## src/common/dtc_regs.vh

```
`ifndef DTC_REGS_VH
`define DTC_REGS_VH

// Register byte offsets on the AXI4-Lite bus.
`define DTC_OFF_CTRL   8'h00
`define DTC_OFF_MODE   8'h04
`define DTC_OFF_BITOP  8'h08
`define DTC_OFF_CNT0   8'h0C
`define DTC_OFF_CNT1   8'h10
`define DTC_OFF_STAT   8'h14
`define DTC_OFF_MASK   8'h18

// Reset values.
`define DTC_RST_CTRL   8'h00
`define DTC_RST_MODE   8'h00
`define DTC_RST_CNT    16'h0000
`define DTC_RST_IRQ    4'h0

// Control register bit positions.
`define DTC_CTL_OVF1   7
`define DTC_CTL_RUN1   6
`define DTC_CTL_OVF0   5
`define DTC_CTL_RUN0   4
`define DTC_CTL_EXF1   3
`define DTC_CTL_EXT1   2
`define DTC_CTL_EXF0   1
`define DTC_CTL_EXT0   0

// Mode nibble field positions, counter n uses nibble n.
`define DTC_MD_GATE    3
`define DTC_MD_CT      2
`define DTC_MD_M1      1
`define DTC_MD_M0      0

// Operating modes.
`define DTC_MODE_13    2'b00
`define DTC_MODE_16    2'b01
`define DTC_MODE_AR8   2'b10
`define DTC_MODE_SPLIT 2'b11

// Interrupt status and mask bit positions.
`define DTC_IRQ_OVF0   0
`define DTC_IRQ_OVF1   1
`define DTC_IRQ_EXT0   2
`define DTC_IRQ_EXT1   3

// AXI responses.
`define DTC_RESP_OKAY  2'b00
`define DTC_RESP_SLV   2'b10

`endif

```

## src/verilog/dtc_timer.v

```verilog
`timescale 1ns/1ps
`default_nettype none
`include "dtc_regs.vh"

module dtc_timer (
  input  wire        aclk,            // System clock, 25 MHz.
  input  wire        aresetn,         // Synchronous reset, active low.
  input  wire        ce,              // Clock enable; all state frozen while low.
  input  wire [7:0]  s_axi_awaddr,    // Write address.
  input  wire        s_axi_awvalid,   // Write address valid.
  output wire        s_axi_awready,   // Write address ready.
  input  wire [31:0] s_axi_wdata,     // Write data.
  input  wire [3:0]  s_axi_wstrb,     // Write byte strobes.
  input  wire        s_axi_wvalid,    // Write data valid.
  output wire        s_axi_wready,    // Write data ready.
  output reg  [1:0]  s_axi_bresp,     // Write response.
  output reg         s_axi_bvalid,    // Write response valid.
  input  wire        s_axi_bready,    // Write response ready.
  input  wire [7:0]  s_axi_araddr,    // Read address.
  input  wire        s_axi_arvalid,   // Read address valid.
  output wire        s_axi_arready,   // Read address ready.
  output reg  [31:0] s_axi_rdata,     // Read data.
  output reg  [1:0]  s_axi_rresp,     // Read response.
  output reg         s_axi_rvalid,    // Read data valid.
  input  wire        s_axi_rready,    // Read data ready.
  input  wire        ext_irq_pin_0_n, // External interrupt pin 0, active low.
  input  wire        ext_irq_pin_1_n, // External interrupt pin 1, active low.
  input  wire        count_pin_0,     // Count input pin of counter 0.
  input  wire        count_pin_1,     // Count input pin of counter 1.
  input  wire        vec_ack_ext0,    // Core vectors to external handler 0.
  input  wire        vec_ack_ovf0,    // Core vectors to overflow handler 0.
  input  wire        vec_ack_ext1,    // Core vectors to external handler 1.
  input  wire        vec_ack_ovf1,    // Core vectors to overflow handler 1.
  output wire [3:0]  irq_req,         // Requests {ovf1, ext1, ovf0, ext0}.
  output wire        irq              // Level interrupt, unmasked status set.
);

  // Register address decode, shared by the write and read paths.
  localparam SEL_CTRL  = 3'd0;
  localparam SEL_MODE  = 3'd1;
  localparam SEL_BITOP = 3'd2;
  localparam SEL_CNT0  = 3'd3;
  localparam SEL_CNT1  = 3'd4;
  localparam SEL_STAT  = 3'd5;
  localparam SEL_MASK  = 3'd6;
  localparam SEL_NONE  = 3'd7;

  function [2:0] dtc_decode;
    input [7:0] addr;
    begin
      case (addr)
        `DTC_OFF_CTRL:  dtc_decode = SEL_CTRL;
        `DTC_OFF_MODE:  dtc_decode = SEL_MODE;
        `DTC_OFF_BITOP: dtc_decode = SEL_BITOP;
        `DTC_OFF_CNT0:  dtc_decode = SEL_CNT0;
        `DTC_OFF_CNT1:  dtc_decode = SEL_CNT1;
        `DTC_OFF_STAT:  dtc_decode = SEL_STAT;
        `DTC_OFF_MASK:  dtc_decode = SEL_MASK;
        default:        dtc_decode = SEL_NONE;
      endcase
    end
  endfunction

  // One counting step for a byte pair; returns {overflow, high, low}.
  function [16:0] dtc_step;
    input [1:0] mode;
    input [7:0] lo;
    input [7:0] hi;
    begin
      case (mode)
        `DTC_MODE_13: begin
          // Low five bits prescale the high byte.
          if (lo[4:0] == 5'h1F) begin
            dtc_step = {(hi == 8'hFF), hi + 8'h01, lo[7:5], 5'h00};
          end else begin
            dtc_step = {1'b0, hi, lo[7:5], lo[4:0] + 5'h01};
          end
        end
        `DTC_MODE_16: begin
          dtc_step = {({hi, lo} == 16'hFFFF), {hi, lo} + 16'h0001};
        end
        `DTC_MODE_AR8: begin
          // Reload from the high byte so the period needs no software.
          if (lo == 8'hFF) begin
            dtc_step = {1'b1, hi, hi};
          end else begin
            dtc_step = {1'b0, hi, lo + 8'h01};
          end
        end
        default: begin
          dtc_step = {(lo == 8'hFF), hi, lo + 8'h01};
        end
      endcase
    end
  endfunction

  reg  [7:0]  ctrl_r;
  reg  [7:0]  mode_r;
  reg  [2:0]  bit_idx_r;
  reg  [7:0]  lo0_r;
  reg  [7:0]  hi0_r;
  reg  [7:0]  lo1_r;
  reg  [7:0]  hi1_r;
  reg  [3:0]  stat_r;
  reg  [3:0]  mask_r;
  reg  [1:0]  irq_pin_q_r;
  reg  [1:0]  cnt_pin_q_r;
  reg         aw_have_r;
  reg  [7:0]  awaddr_r;
  reg         w_have_r;
  reg  [31:0] wdata_r;
  reg  [3:0]  wstrb_r;

  // Bus handshakes; ready drops while frozen so no beat is lost.
  assign s_axi_awready = ce & ~aw_have_r & ~s_axi_bvalid;
  assign s_axi_wready  = ce & ~w_have_r & ~s_axi_bvalid;
  assign s_axi_arready = ce & ~s_axi_rvalid;

  wire        aw_hs  = s_axi_awvalid & s_axi_awready;
  wire        w_hs   = s_axi_wvalid & s_axi_wready;
  wire        ar_hs  = s_axi_arvalid & s_axi_arready;
  wire        do_wr  = (aw_have_r | aw_hs) & (w_have_r | w_hs) & ~s_axi_bvalid & ce;
  wire [7:0]  wr_adr = aw_have_r ? awaddr_r : s_axi_awaddr;
  wire [31:0] wr_dat = w_have_r ? wdata_r : s_axi_wdata;
  wire [3:0]  wr_stb = w_have_r ? wstrb_r : s_axi_wstrb;
  wire [2:0]  wr_sel = dtc_decode(wr_adr);
  wire [2:0]  rd_sel = dtc_decode(s_axi_araddr);
  wire        wr_b0  = do_wr & wr_stb[0];
  wire        wr_b1  = do_wr & wr_stb[1];

  // Pin qualification and count sources.
  wire [1:0] irq_pin_n = {ext_irq_pin_1_n, ext_irq_pin_0_n};
  wire [1:0] cnt_pin   = {count_pin_1, count_pin_0};
  wire [1:0] run_bit   = {ctrl_r[`DTC_CTL_RUN1], ctrl_r[`DTC_CTL_RUN0]};
  wire [1:0] irq_edge;
  wire [1:0] cnt_tick;
  wire [1:0] irq_lvl;

  genvar g;
  generate
    for (g = 0; g < 2; g = g + 1) begin : g_src
      // Inputs are synchronous, so one stored sample finds the falling edge.
      assign irq_edge[g] = irq_pin_q_r[g] & ~irq_pin_n[g];
      assign irq_lvl[g]  = ~irq_pin_n[g];
      // Gated run waits for the pin high; counting source per select bit.
      assign cnt_tick[g] = run_bit[g] &
                           (~mode_r[4*g+`DTC_MD_GATE] | irq_pin_n[g]) &
                           (mode_r[4*g+`DTC_MD_CT] ?
                            (cnt_pin_q_r[g] & ~cnt_pin[g]) : 1'b1);
    end
  endgenerate

  wire [1:0]  mode0  = {mode_r[`DTC_MD_M1], mode_r[`DTC_MD_M0]};
  wire [1:0]  mode1  = {mode_r[4+`DTC_MD_M1], mode_r[4+`DTC_MD_M0]};
  wire        split0 = (mode0 == `DTC_MODE_SPLIT);
  wire [16:0] step0  = dtc_step(mode0, lo0_r, hi0_r);
  wire [16:0] step1  = dtc_step(mode1, lo1_r, hi1_r);

  // In split mode the high byte of counter 0 is a plain timer on run bit 1.
  wire        hi0_tick = split0 & ctrl_r[`DTC_CTL_RUN1];
  wire        run1     = cnt_tick[1] & (mode1 != `DTC_MODE_SPLIT);
  wire        ovf0_ev  = cnt_tick[0] & step0[16];
  wire        ovf1_ev  = split0 ? (hi0_tick & (hi0_r == 8'hFF))
                                : (run1 & step1[16]);

  // Edge events honour the type bit; level mode follows the pin.
  wire        ext0_ev = ctrl_r[`DTC_CTL_EXT0] ? irq_edge[0] : irq_lvl[0];
  wire        ext1_ev = ctrl_r[`DTC_CTL_EXT1] ? irq_edge[1] : irq_lvl[1];

  // Control register next value: software write, then vector clears,
  // then hardware sets, so an event in the clearing cycle survives.
  reg [7:0] ctrl_nxt;
  always @* begin
    ctrl_nxt = ctrl_r;
    if (wr_b0 && wr_sel == SEL_CTRL) begin
      ctrl_nxt = wr_dat[7:0];
    end else if (do_wr && wr_sel == SEL_BITOP) begin
      ctrl_nxt[wr_dat[2:0]] = wr_dat[3];
    end
    if (vec_ack_ovf0) begin
      ctrl_nxt[`DTC_CTL_OVF0] = 1'b0;
    end
    if (vec_ack_ovf1) begin
      ctrl_nxt[`DTC_CTL_OVF1] = 1'b0;
    end
    if (vec_ack_ext0) begin
      ctrl_nxt[`DTC_CTL_EXF0] = 1'b0;
    end
    if (vec_ack_ext1) begin
      ctrl_nxt[`DTC_CTL_EXF1] = 1'b0;
    end
    if (ovf0_ev) begin
      ctrl_nxt[`DTC_CTL_OVF0] = 1'b1;
    end
    if (ovf1_ev) begin
      ctrl_nxt[`DTC_CTL_OVF1] = 1'b1;
    end
    if (ext0_ev) begin
      ctrl_nxt[`DTC_CTL_EXF0] = 1'b1;
    end
    if (ext1_ev) begin
      ctrl_nxt[`DTC_CTL_EXF1] = 1'b1;
    end
  end

  // Status is cleared by a read of itself; a new event in that cycle wins.
  wire [3:0] stat_ev  = {ext1_ev, ext0_ev, ovf1_ev, ovf0_ev};
  wire       stat_rd  = ar_hs & (rd_sel == SEL_STAT);
  wire [3:0] stat_nxt = (stat_rd ? 4'h0 : stat_r) | stat_ev;

  // Control, mode, status and the pin samples.
  always @(posedge aclk) begin
    if (!aresetn) begin
      ctrl_r      <= `DTC_RST_CTRL;
      mode_r      <= `DTC_RST_MODE;
      bit_idx_r   <= 3'h0;
      stat_r      <= `DTC_RST_IRQ;
      mask_r      <= `DTC_RST_IRQ;
      irq_pin_q_r <= 2'h3;
      cnt_pin_q_r <= 2'h0;
    end else if (ce) begin
      ctrl_r      <= ctrl_nxt;
      stat_r      <= stat_nxt;
      irq_pin_q_r <= irq_pin_n;
      cnt_pin_q_r <= cnt_pin;
      // The mode register takes only whole-byte writes.
      if (wr_b0 && wr_sel == SEL_MODE) begin
        mode_r <= wr_dat[7:0];
      end
      if (do_wr && wr_sel == SEL_BITOP) begin
        bit_idx_r <= wr_dat[2:0];
      end
      if (wr_b0 && wr_sel == SEL_MASK) begin
        mask_r <= wr_dat[3:0];
      end
    end
  end

  // Counter bytes; a software write beats a count in the same cycle.
  always @(posedge aclk) begin
    if (!aresetn) begin
      {hi0_r, lo0_r} <= `DTC_RST_CNT;
      {hi1_r, lo1_r} <= `DTC_RST_CNT;
    end else if (ce) begin
      if (wr_b0 && wr_sel == SEL_CNT0) begin
        lo0_r <= wr_dat[7:0];
      end else if (cnt_tick[0]) begin
        lo0_r <= step0[7:0];
      end
      if (wr_b1 && wr_sel == SEL_CNT0) begin
        hi0_r <= wr_dat[15:8];
      end else if (hi0_tick) begin
        hi0_r <= hi0_r + 8'h01;
      end else if (cnt_tick[0] && !split0) begin
        hi0_r <= step0[15:8];
      end
      if (wr_b0 && wr_sel == SEL_CNT1) begin
        lo1_r <= wr_dat[7:0];
      end else if (run1) begin
        lo1_r <= step1[7:0];
      end
      if (wr_b1 && wr_sel == SEL_CNT1) begin
        hi1_r <= wr_dat[15:8];
      end else if (run1) begin
        hi1_r <= step1[15:8];
      end
    end
  end

  // Write channel capture; address and data may come in either order.
  always @(posedge aclk) begin
    if (!aresetn) begin
      aw_have_r    <= 1'b0;
      awaddr_r     <= 8'h00;
      w_have_r     <= 1'b0;
      wdata_r      <= 32'h0000_0000;
      wstrb_r      <= 4'h0;
      s_axi_bvalid <= 1'b0;
      s_axi_bresp  <= `DTC_RESP_OKAY;
    end else if (ce) begin
      if (do_wr) begin
        aw_have_r    <= 1'b0;
        w_have_r     <= 1'b0;
        s_axi_bvalid <= 1'b1;
        s_axi_bresp  <= (wr_sel == SEL_NONE) ? `DTC_RESP_SLV : `DTC_RESP_OKAY;
      end else begin
        if (aw_hs) begin
          aw_have_r <= 1'b1;
          awaddr_r  <= s_axi_awaddr;
        end
        if (w_hs) begin
          w_have_r <= 1'b1;
          wdata_r  <= s_axi_wdata;
          wstrb_r  <= s_axi_wstrb;
        end
        if (s_axi_bready) begin
          s_axi_bvalid <= 1'b0;
        end
      end
    end
  end

  // Read data mux, registered one cycle after the address is taken.
  reg [31:0] rd_mux;
  always @* begin
    rd_mux = 32'h0000_0000;
    case (rd_sel)
      SEL_CTRL:  rd_mux[7:0]  = ctrl_r;
      SEL_MODE:  rd_mux[7:0]  = mode_r;
      SEL_BITOP: rd_mux[0]    = ctrl_r[bit_idx_r];
      SEL_CNT0:  rd_mux[15:0] = {hi0_r, lo0_r};
      SEL_CNT1:  rd_mux[15:0] = {hi1_r, lo1_r};
      SEL_STAT:  rd_mux[3:0]  = stat_r;
      SEL_MASK:  rd_mux[3:0]  = mask_r;
      default:   rd_mux       = 32'h0000_0000;
    endcase
  end

  // Read channel.
  always @(posedge aclk) begin
    if (!aresetn) begin
      s_axi_rvalid <= 1'b0;
      s_axi_rdata  <= 32'h0000_0000;
      s_axi_rresp  <= `DTC_RESP_OKAY;
    end else if (ce) begin
      if (ar_hs) begin
        s_axi_rvalid <= 1'b1;
        s_axi_rdata  <= rd_mux;
        s_axi_rresp  <= (rd_sel == SEL_NONE) ? `DTC_RESP_SLV : `DTC_RESP_OKAY;
      end else if (s_axi_rready) begin
        s_axi_rvalid <= 1'b0;
      end
    end
  end

  // Requests to the core come straight from the flag bits.
  assign irq_req = {ctrl_r[`DTC_CTL_OVF1], ctrl_r[`DTC_CTL_EXF1],
                    ctrl_r[`DTC_CTL_OVF0], ctrl_r[`DTC_CTL_EXF0]};
  assign irq     = |(stat_r & mask_r);

endmodule

`default_nettype wire
```

## config.mk

```make
export PLATFORM = sky130hd
export DESIGN_NAME = dtc_timer
export DESIGN_NICKNAME = d
export VERILOG_FILES = /design/src/verilog/dtc_timer.v
export VERILOG_INCLUDE_DIRS = /design/src /design/src/common
export SDC_FILE = /design/constraint.sdc
export NUM_CORES = 1
export LEC_CHECK = 0
export ABC_AREA = 1
export BUFFER_PORTS_ARGS = -buffer_cell sky130_fd_sc_hd__clkbuf_2
export CAP_MARGIN = 10
export CORE_MARGIN = 2
export CORE_UTILIZATION = 55
export CTS_BUF_LIST = sky130_fd_sc_hd__clkbuf_4 sky130_fd_sc_hd__clkbuf_8
export CTS_CLUSTER_SIZE = 8
export DETAILED_ROUTE_END_ITERATION = 12
export PLACE_DENSITY = 0.76
export SETUP_SLACK_MARGIN = 0.5
export SYNTH_ARGS = -nofsm -noshare
export SYNTH_HDL_FRONTEND = slang
export SYNTH_SLANG_ARGS = --single-unit
```

## constraint.sdc

```tcl
create_clock -name aclk -period 5.7 [get_ports aclk]
set_input_delay 0.285 -clock aclk [delete_from_list [all_inputs] [get_ports aclk]]
set_output_delay 0.285 -clock aclk [all_outputs]
set_load 0.01 [all_outputs]
```

==> results of run 1 <==
## worst min path at each step
| stage | depth (start not counted) | slack (ns) | endpoint | startpoint |
|---|---|---|---|---|
| final | 3 | 0.11 | awaddr_r[0]$_SDFFE_PN0P_ | s_axi_awaddr[0] |
| after global routing | 3 | 0.14 | awaddr_r[0]$_SDFFE_PN0P_ | s_axi_awaddr[0] |
| after CTS | 3 | 0.1 | awaddr_r[0]$_SDFFE_PN0P_ | s_axi_awaddr[0] |
| after detailed placement | 2 | 0.44 | wdata_r[0]$_SDFFE_PN0P_ | wdata_r[0]$_SDFFE_PN0P_ |
| after global placement | 2 | 0.44 | wdata_r[1]$_SDFFE_PN0P_ | wdata_r[1]$_SDFFE_PN0P_ |
| after floorplan | 2 | 0.41 | irq_pin_q_r[0]$_SDFFE_PN1P_ | ext_irq_pin_0_n |
## layer usage
metal  vias up  track usage [%]  wire, um
met1      3514             40.6      9570
met2       228             46.0      9270
li1       3926                -         -
met3        31             5.94      1400
met5         -                0         0
met4         0             10.1       453
## area by class of cell
type	instances	share of cell area, %
multi-input cells	906	55.1
flip-flops and latches	111	28.4
inverters	128	6.16
repair buffers	81	5.31
well taps	176	2.81
clock buffers	9	1.58
clock inverters	4	0.624
## synth_stat cells (6+ instances only)
cell,count,area [um2]
o21ai_2,9,78.8
nor2_1,157,589
nor3_1,9,45.0
buf_2,8,40.0
nand4_1,13,81.3
o22ai_1,12,75.1
xor2_1,7,61.3
nand3_2,7,70.1
o21ai_1,25,125
buf_6,11,124
a21oi_1,70,350
nand2_2,7,43.8
o221ai_1,8,70.1
buf_4,22,165
or2_2,6,37.5
ha_1,6,75.1
nand2_1,338,1270
clkbuf_1,19,71.3
dfxtp_1,111,2220
inv_1,121,454
nand3_1,64,320
o21ai_0,108,541
o211ai_1,6,45.0
## critical path, stage by stage (launching register included)
cell,delay (ns)
dfxtp_1,0.52
ha_1,0.22
nand2_1,0.07
nor2_1,0.24
ha_1,0.23
nand2_1,0.09
o21ai_0,0.41
a21oi_1,0.15
nand3_2,0.10
nand3_1,0.08
nor2_1,0.14
nor2_1,0.05
## sequential cells by signal, summed over array words and instances (netlist names)
name          count
lo0_r             8
wdata_r          16
s_axi_bresp       1
wstrb_r           2
awaddr_r          8
mask_r            4
s_axi_rdata      16
stat_r            4
ctrl_r            8
w_have_r          1
s_axi_rvalid      1
hi1_r             8
mode_r            8
cnt_pin_q_r       2
lo1_r             8
hi0_r             8
s_axi_bvalid      1
s_axi_rresp       1
irq_pin_q_r       2
aw_have_r         1
bit_idx_r         3
## through the flow
step / power (mW) / setup slack (ns) / hold slack, ns / cells / utilization (%)
finish: 1.52 / 3.32 / 0.105 / 1415 / 59.6
global route: 1.58 / 3.09 / 0.138 / 1415 / 59.6
CTS: 1.53 / 3.34 / 0.0985 / 1415 / 59.6
detailed placement: 1.05 / 3.00 / 0.443 / 1402 / 58.3
global placement: 1.05 / 3.03 / 0.439 / 1402 / 58.3
floorplan: 0.995 / 3.83 / 0.411 / 1206 / -
## kinds of logic (layout without fill, tap and decap cells)
| group | Yosys count | in the layout |
|---|---|---|
| buffers and inverters | 189 | 222 |
| other | 1 | 18 |
| multiplexers | 1 | 1 |
| AND/OR/NAND/NOR | 617 | 617 |
| adder cells (fa/ha/maj) | 6 | 6 |
| flip-flops | 111 | 111 |
| AO/OA/AOI/OAI | 256 | 256 |
| XOR/XNOR | 8 | 8 |
## power by group
part	leakage [nW]	internal [mW]	switching, mW
sequential	0.903	0.803	0.0174
clock	0.0912	0.197	0.284
combinational	2.52	0.0663	0.153
total	3.52	1.07	0.455
==> results.sh, run 1 <==
export IMPL_final_cell_mix="nand2_1 (338), nor2_1 (157), inv_1 (121), dfxtp_1 (111), o21ai_0 (108)"
export IMPL_cts_root_buf="clkbuf_8"
export IMPL_synth_compound_area_share_pct=19.8
export IMPL_slew_headroom_pct=41.0
export IMPL_r2r_start="lo0_r[0]$_SDFFE_PN0P_"
export IMPL_num_rows=42
export IMPL_grt_max_degree=73
export IMPL_antennaDiodeCount=0
export IMPL_synth_fa_ha_area_share_pct=1.02
export IMPL_start_util_pct=56.0
export IMPL_fp_dieW_um=120
export IMPL_p_per_area_nw_per_um2=194
export IMPL_fp_dieH_um=120
export IMPL_synth_cell_types=48
export IMPL_areaGrowthSynthToFinish_pct=6.36
export IMPL_multi_input_area_um2=4310
export IMPL_avgRoutedWirePerCell_um=14.6
export IMPL_placed_cell_area_um2=7650
export IMPL_cts_hold_buf=0
export IMPL_finalSetupViolCount=0
export IMPL_final_common_cell="nand2_1"
export IMPL_portBuffers=77
export IMPL_nFillCells=1390
export IMPL_synthMuxAreaShare_pct=0.136
export IMPL_cts_tree="done"
export IMPL_synth_area_per_cell_um2=6.19
export IMPL_num_io_pins=114
export IMPL_drtIter0Drc=789
export IMPL_clock_sinks=111
export IMPL_cp_endpoint="ctrl_r[5]$_SDFFE_PN0P_"
export IMPL_vias_per_cell=5.44
export IMPL_finalCritPeriodShare_pct=41.7
export IMPL_crit_fanout=6
export IMPL_ir_worst_vdd_uv=156
export IMPL_postCtsSetupBuffers=0
export IMPL_core_um2=13100
export IMPL_synth_top_family_by_area="simple AND/OR/NAND/NOR gates"
export IMPL_status="finished, final reports clean"
export IMPL_final_area_um2=7830
export IMPL_synthXorXnorAreaFrac_pct=0.952
export IMPL_maxCapViolations=0
export IMPL_syn_inst=1189
export IMPL_fin_crit_ns=2.38
export IMPL_grt_setup_unrepaired="false"
export IMPL_synth_seq_area_share_pct=30.2
export IMPL_seq_area_um2=2220
export IMPL_insertion_delay_ns=0.41
export IMPL_cp_arrival_ns=2.69
export IMPL_nets=1311
export IMPL_vias=7699
export IMPL_critPathLaunch="lo0_r[0]$_SDFFE_PN0P_"
export IMPL_maxClockFrequency_mhz=421
export IMPL_rrSetupSlack_ns=3.32
export IMPL_yosys_warnings=0
export IMPL_antenna_found_initial=0
export IMPL_hold_class="in -> reg"
export IMPL_worst_pin_slew_ns=0.880
export IMPL_hpwl_um=15200
export IMPL_drtAntennaViolNets=0
export IMPL_reg2regPathDepth=11
export IMPL_place_congestion=0.958
export IMPL_synth_edff_count=0
export IMPL_drc=0
export IMPL_r2r_end="ctrl_r[5]$_SDFFE_PN0P_"
export IMPL_start_kind="flop"
export IMPL_synth_simple_gate_area_share_pct=35.8
export IMPL_cp_required_ns=6.02
export IMPL_dieArea_um2=14300
export IMPL_grt_pass1_vias=6840
export IMPL_netlist_area_um2=7360
export IMPL_grt_overflow_total=0
export IMPL_path_class="reg -> reg"
export IMPL_final_setup_tns_ns=0
export IMPL_clockBufferDepth=2
export IMPL_drt_first_pass_iters=5
export IMPL_ctsResizeCount=0
export IMPL_grt_pass1_wl_um=33800
export IMPL_skew_ns=0.0111
export IMPL_crit_path_end_kind="flop"
export IMPL_wirelength_um=20700
export IMPL_async_reset_ff_share_pct=0
export IMPL_drive_above_1_share_pct=11.8
export IMPL_final_max_slew_viol_count=0
export IMPL_htree_num_levels=3
export IMPL_ys_seq_elements=111
export IMPL_clkTransAtPathRegs_ns=0.11
export IMPL_numCtsBuffers=9
export IMPL_track_usage_pct=29.5
export IMPL_finalHoldViolCount=0
export IMPL_dominantRegCellSynth="dfxtp_1"
export IMPL_p_leak_nw=3.52
Note: power is estimated with default switching activity, not from simulation.
==> inputs of run 2 (changes only) <==
CORE_UTILIZATION = 54   (was 55)
PLACE_DENSITY = 0.77   (was 0.76)
clock period = 2.1 ns   (was 5.7 ns; I/O delays follow)
==> run 2 against run 1 <==
  * Non-clock buffer count is 130 higher
  * Routed wire length rose by 44%
  * First-iteration DRC count up 62%
  * Total power increased to 3.1 times the previous value
  * Maximum frequency up 13%
  * Sequential power grew to 2.7 times the previous value
  * Largest power group unchanged
  * Cell area rose by 30%
  * Sequential cell count did not move
==> results.sh, run 2 (synthesized netlist as in run 1, its figures left out) <==
export IMPL_drive_above_1_share_pct=31.4
export IMPL_ir_worst_vdd_uv=429
export IMPL_htree_num_levels=3
export IMPL_hold_class="in -> reg"
export IMPL_num_io_pins=114
export IMPL_numCtsBuffers=9
export IMPL_hpwl_um=16000
export IMPL_final_setup_tns_ns=0
export IMPL_min_path_cells=3
export IMPL_fp_dieH_um=121
export IMPL_grt_pass1_vias=8054
export IMPL_vias=9412
export IMPL_portBuffers=77
export IMPL_grt_max_degree=48
export IMPL_cts_root_buf="clkbuf_8"
export IMPL_drtIter0Drc=1276
export IMPL_antenna_found_initial=0
export IMPL_avgRoutedWirePerCell_um=19.2
export IMPL_cp_required_ns=2.44
export IMPL_post_place_ws_ns=0.0684
export IMPL_clkTransAtPathRegs_ns=0.12
export IMPL_areaGrowthSynthToFinish_pct=38.2
export IMPL_r2r_start="aw_have_r$_SDFFE_PN0P_"
export IMPL_cp_arrival_ns=2.44
export IMPL_status="finished, final reports clean"
export IMPL_place_congestion=0.965
export IMPL_p_leak_nw=4.47
export IMPL_insertion_delay_ns=0.42
export IMPL_skew_ns=0.0175
export IMPL_final_cell_mix="nand2_1 (281), nor2_1 (136), inv_1 (109), dfxtp_1 (103), clkbuf_2 (76)"
export IMPL_vias_per_cell=6.04
export IMPL_p_per_area_nw_per_um2=461
export IMPL_hold_end="cnt_pin_q_r[0]$_SDFFE_PN0P_"
export IMPL_core_um2=13300
export IMPL_nets=1452
export IMPL_finalHoldViolCount=0
export IMPL_finalSetupViolCount=0
export IMPL_maxClockFrequency_mhz=477
export IMPL_track_usage_pct=34.6
export IMPL_fin_ws_ns=0.00423
export IMPL_cts_tree="done"
export IMPL_crit_path_end_kind="flop"
export IMPL_grt_overflow_total=0
export IMPL_cpPeakStageDelay_ns=0.41
export IMPL_min_from="count_pin_0"
export IMPL_r2r_end="hi0_r[2]$_SDFFE_PN0P_"
export IMPL_drc=0
export IMPL_final_max_slew_viol_count=0
export IMPL_nFillCells=897
export IMPL_drt_first_pass_iters=8
export IMPL_wirelength_um=29900
export IMPL_clockBufferDepth=2
export IMPL_reg_top3="s_axi_rdata x16, wdata_r x16"
export IMPL_clock_sinks=111
export IMPL_grt_pass1_wl_um=40000
export IMPL_crit_fanout=6
export IMPL_slew_headroom_pct=54.8
export IMPL_path_cells="inv_4 -> nand2_1 -> nand2_4 -> inv_4 -> nor2_4 -> nand2_2 -> nor2_4 -> buf_6 -> buf_4 -> nand3_4 -> a21oi_4 -> o21ai_1 -> nor2_1"
export IMPL_reg2regPathDepth=13
export IMPL_start_util_pct=55.3
export IMPL_fin_crit_ns=2.10
export IMPL_path_class="reg -> reg"
export IMPL_start_kind="flop"
export IMPL_finalCritPeriodShare_pct=99.8
export IMPL_slowest_stage="dfxtp_4"
export IMPL_rrSetupSlack_ns=0.004
export IMPL_hold_slack_ns=0.00343
export IMPL_worst_pin_slew_ns=0.679
export IMPL_antennaDiodeCount=0
export IMPL_dieArea_um2=14600
export IMPL_fp_dieW_um=121
export IMPL_maxCapViolations=0
export IMPL_drtAntennaViolNets=0
export IMPL_final_common_cell="nand2_1"
export IMPL_num_rows=42
export IMPL_grt_setup_unrepaired="true"
## run 2: cell count changes in the layout (fill, tap and decap cells not counted), moves of 30 or more
cell | previous run | this run
buf_6 | 0 | 34
nand2_2 | 7 | 42
o21ai_0 | 108 | 69
nand2_1 | 338 | 281
dlygate4sd3_1 | 0 | 30
buf_4 | 4 | 66
## run 2: worst max-delay path: cells and delay by family (launching register included)
family | cells | cell delay, ns
DFF | 1 | 0.41
AOI/OAI and AO/OA | 2 | 0.35
buffers and inverters | 4 | 0.40
and+or+nand+nor | 7 | 0.84
## run 2: worst max-delay path by stage
| stage | to | from | slack, ns |
|---|---|---|---|
| 6_report | hi0_r[2]$_SDFFE_PN0P_ | aw_have_r$_SDFFE_PN0P_ | 0.004 |
| 5_1_grt | hi0_r[4]$_SDFFE_PN0P_ | aw_have_r$_SDFFE_PN0P_ | -0.07 |
| 4_1_cts | hi1_r[1]$_SDFFE_PN0P_ | lo1_r[0]$_SDFFE_PN0P_ | 0.24 |
| 3_5_place_dp | lo1_r[2]$_SDFFE_PN0P_ | aw_have_r$_SDFFE_PN0P_ | 0.07 |
| 3_3_place_gp | lo1_r[2]$_SDFFE_PN0P_ | aw_have_r$_SDFFE_PN0P_ | 0.08 |
| 2_1_floorplan | lo1_r[3]$_SDFFE_PN0P_ | s_axi_bvalid$_SDFFE_PN0P_ | 0.43 |
## run 2: final cells by class
cell class	count	area, um2	share of cell area, %
Timing Repair inverter	1	6.26	0.0615
Inverter	128	517	5.08
Timing Repair Buffer	211	1650	16.3
Clock buffer	12	159	1.56
Tap cell	176	220	2.17
Clock inverter	4	50.0	0.492
Sequential cell	111	2240	22.1
Multi-Input combinational cell	916	5320	52.3
## run 2: power breakdown
part           total [mW]  internal, mW  switching (mW)  leakage, nW
registers            2.24          2.18          0.0622        0.908
logic                1.01         0.360           0.652         3.45
clock network        1.44         0.635           0.804        0.111
## run 2: through the flow
stage / instance area [um2] / utilization (%) / instances / power (mW)
2_1_floorplan: 7530 / - / 1206 / 2.71
3_3_place_gp: 8100 / 60.9 / 1446 / 2.89
3_5_place_dp: 8100 / 60.9 / 1446 / 2.90
4_1_cts: 9430 / 70.9 / 1531 / 4.43
5_1_grt: 10200 / 76.5 / 1559 / 4.81
6_report: 10200 / 76.5 / 1559 / 4.69
## run 2: repair_timing
action / in CTS / in global routing
gates resized for setup: 148 / 157
setup buffers: 31 / 25
endpoints found under the setup margin: 76 / 97
cloned: 8 / 3
pin swaps: 56 / 79
endpoints found under the hold margin: 30 / 0
hold buffers: 30 / 0
## run 2: per-layer routing
metal,track usage (%),share of wire [%]
met5,0,0
met4,12.6,6.5
met3,6.08,10
met2,57.5,46
met1,45.1,38
==> inputs of run 3 (changes only) <==
==> constraint.sdc (replaced) <==
create_clock -name aclk -period 2.1 [get_ports aclk]
set_input_delay 0.21 -clock aclk [delete_from_list [all_inputs] [get_ports aclk]]
set_output_delay 0.21 -clock aclk [all_outputs]
set_load 0.01 [all_outputs]
==> run 3 against run 2 <==
  * Hold slack improved by 0.038 ns
  * Register-to-register slack improved by 0.09 ns
  * Highest routed layer unchanged
  * First-iteration DRC count fell by 30%
  * Global-route usage fell by 3.0 points
  * Critical path depth fell by 1
  * Sequential power barely moved
  * Largest cell class unchanged
  * Final cell count fell by 3.7%
==> results.sh, run 3 (synthesized netlist as in run 1, its figures left out) <==
export IMPL_finalCritPeriodShare_pct=95.5
export IMPL_final_max_slew_viol_count=0
export IMPL_portBuffers=77
export IMPL_core_um2=13300
export IMPL_cts_hold_buf=0
export IMPL_drtAntennaViolNets=0
export IMPL_final_cell_mix="nand2_1 (312), nor2_1 (130), inv_1 (112), dfxtp_1 (104), o21ai_0 (80)"
export IMPL_dr_wl_met3_um=2250
export IMPL_finalHoldViolCount=0
export IMPL_clkTransAtPathRegs_ns=0.12
export IMPL_finalSetupViolCount=0
export IMPL_maxClockFrequency_mhz=499
export IMPL_grt_setup_unrepaired="true"
export IMPL_num_io_pins=114
export IMPL_clock_sinks=111
export IMPL_drt_first_pass_iters=6
export IMPL_skew_ns=0.0150
export IMPL_wirelength_um=24900
export IMPL_track_usage_pct=31.6
export IMPL_top_layer="met4"
export IMPL_crit_path_end_kind="flop"
export IMPL_wl_met2_um=11600
export IMPL_start_util_pct=55.3
export IMPL_p_leak_nw=4.11
export IMPL_critPathLaunch="aw_have_r$_SDFFE_PN0P_"
export IMPL_worst_pin_slew_ns=0.596
export IMPL_post_place_ws_ns=0.0220
export IMPL_start_kind="flop"
export IMPL_place_congestion=0.927
export IMPL_areaGrowthSynthToFinish_pct=27.0
export IMPL_ir_worst_vdd_uv=511
export IMPL_drive_above_1_share_pct=26.0
export IMPL_hold_slack_ns=0.0417
export IMPL_reg2regPathDepth=12
export IMPL_nets=1395
export IMPL_hold_class="in -> reg"
export IMPL_antenna_found_initial=0
export IMPL_slew_headroom_pct=59.9
export IMPL_avgRoutedWirePerCell_um=16.6
export IMPL_cts_tree="done"
export IMPL_met1Wirelength_um=10400
export IMPL_grt_pass1_vias=7311
export IMPL_r2r_start="aw_have_r$_SDFFE_PN0P_"
export IMPL_rrSetupSlack_ns=0.1
export IMPL_dieArea_um2=14600
export IMPL_grt_max_degree=72
export IMPL_final_common_cell="nand2_1"
export IMPL_maxCapViolations=0
export IMPL_hpwl_um=16000
export IMPL_r2r_end="hi0_r[2]$_SDFFE_PN0P_"
export IMPL_cp_endpoint="hi0_r[2]$_SDFFE_PN0P_"
export IMPL_vias=8628
export IMPL_grt_overflow_total=0
export IMPL_fp_dieH_um=121
export IMPL_cts_root_buf="clkbuf_8"
export IMPL_fin_crit_ns=2.00
export IMPL_min_from="s_axi_awaddr[0]"
export IMPL_insertion_delay_ns=0.41
export IMPL_status="finished, final reports clean"
export IMPL_fp_dieW_um=121
export IMPL_htree_num_levels=3
export IMPL_crit_fanout=6
export IMPL_drc=0
export IMPL_p_per_area_nw_per_um2=504
export IMPL_cp_arrival_ns=2.34
export IMPL_path_class="reg -> reg"
export IMPL_clockBufferDepth=2
export IMPL_num_rows=42
export IMPL_grt_pass1_wl_um=36400
export IMPL_reg_top3="s_axi_rdata x16, wdata_r x16"
export IMPL_vias_per_cell=5.74
export IMPL_numCtsBuffers=9
export IMPL_cp_required_ns=2.44
export IMPL_fin_ws_ns=0.0952
export IMPL_antennaDiodeCount=0
export IMPL_drtIter0Drc=890
==> run 3: repair_timing <==
action                                  4_1_cts  5_1_grt
pin swaps                                    16       37
resized for setup                            46      145
buffers inserted                             19       13
endpoints found under the setup margin       79       85
gates cloned                                  5        5
==> run 3: stage by stage <==
| stage | area (um2) | setup TNS, ns | std cells | total power, mW | util [%] |
|---|---|---|---|---|---|
| after floorplan | 7530 | 0 | 1206 | 2.71 | - |
| after global routing | 9350 | -0.342 | 1502 | 4.86 | 70.3 |
| after CTS | 8710 | 0 | 1484 | 4.53 | 65.5 |
| final | 9350 | 0 | 1502 | 4.71 | 70.3 |
| after detailed placement | 8080 | 0 | 1444 | 2.91 | 60.8 |
| after global placement | 8080 | 0 | 1444 | 2.90 | 60.8 |
==> run 3: worst min path at each step <==
stage	end	slack (ns)	cells after the start
final	awaddr_r[0]$_SDFFE_PN0P_	0.04	3
after global routing	awaddr_r[0]$_SDFFE_PN0P_	0.06	3
after CTS	cnt_pin_q_r[1]$_SDFFE_PN0P_	0.04	3
after detailed placement	cnt_pin_q_r[0]$_SDFFE_PN0P_	0.44	2
after global placement	wdata_r[12]$_SDFFE_PN0P_	0.44	2
after floorplan	irq_pin_q_r[0]$_SDFFE_PN1P_	0.34	2
==> run 3: layout make-up <==
| cell class | count | area [um2] |
|---|---|---|
| sequential | 111 | 2240 |
| tap | 176 | 220 |
| clock inverter | 6 | 118 |
| clock buffer | 10 | 131 |
| multi-input combinational | 914 | 4980 |
| fill | 1139 | 3950 |
| timing repair inverter | 1 | 11.3 |
| timing repair buffer | 156 | 1120 |
| inverter | 128 | 524 |
==> run 3: power by group <==
part	internal [mW]	switching [mW]
combinational	0.303	0.556
sequential	2.18	0.0559
clock	0.816	0.808
total	3.29	1.42
==> run 3: critical path, stage by stage (launching register included) <==
cell	delay, ns
dfxtp_4	0.41
buf_6	0.13
nand2_1	0.08
nand2_2	0.10
inv_1	0.08
nor2_2	0.14
nand2_1	0.08
nor2_2	0.12
buf_6	0.14
nand3_2	0.14
a21oi_4	0.23
o21ai_0	0.14
nor2_1	0.12
==> run 3: metal layers <==
layer | vias up | track usage (%)
li1 | 4109 | -
met1 | 3970 | 43.7
met2 | 475 | 50.1
met3 | 74 | 4.20
met4 | 0 | 12.4
met5 | - | 0
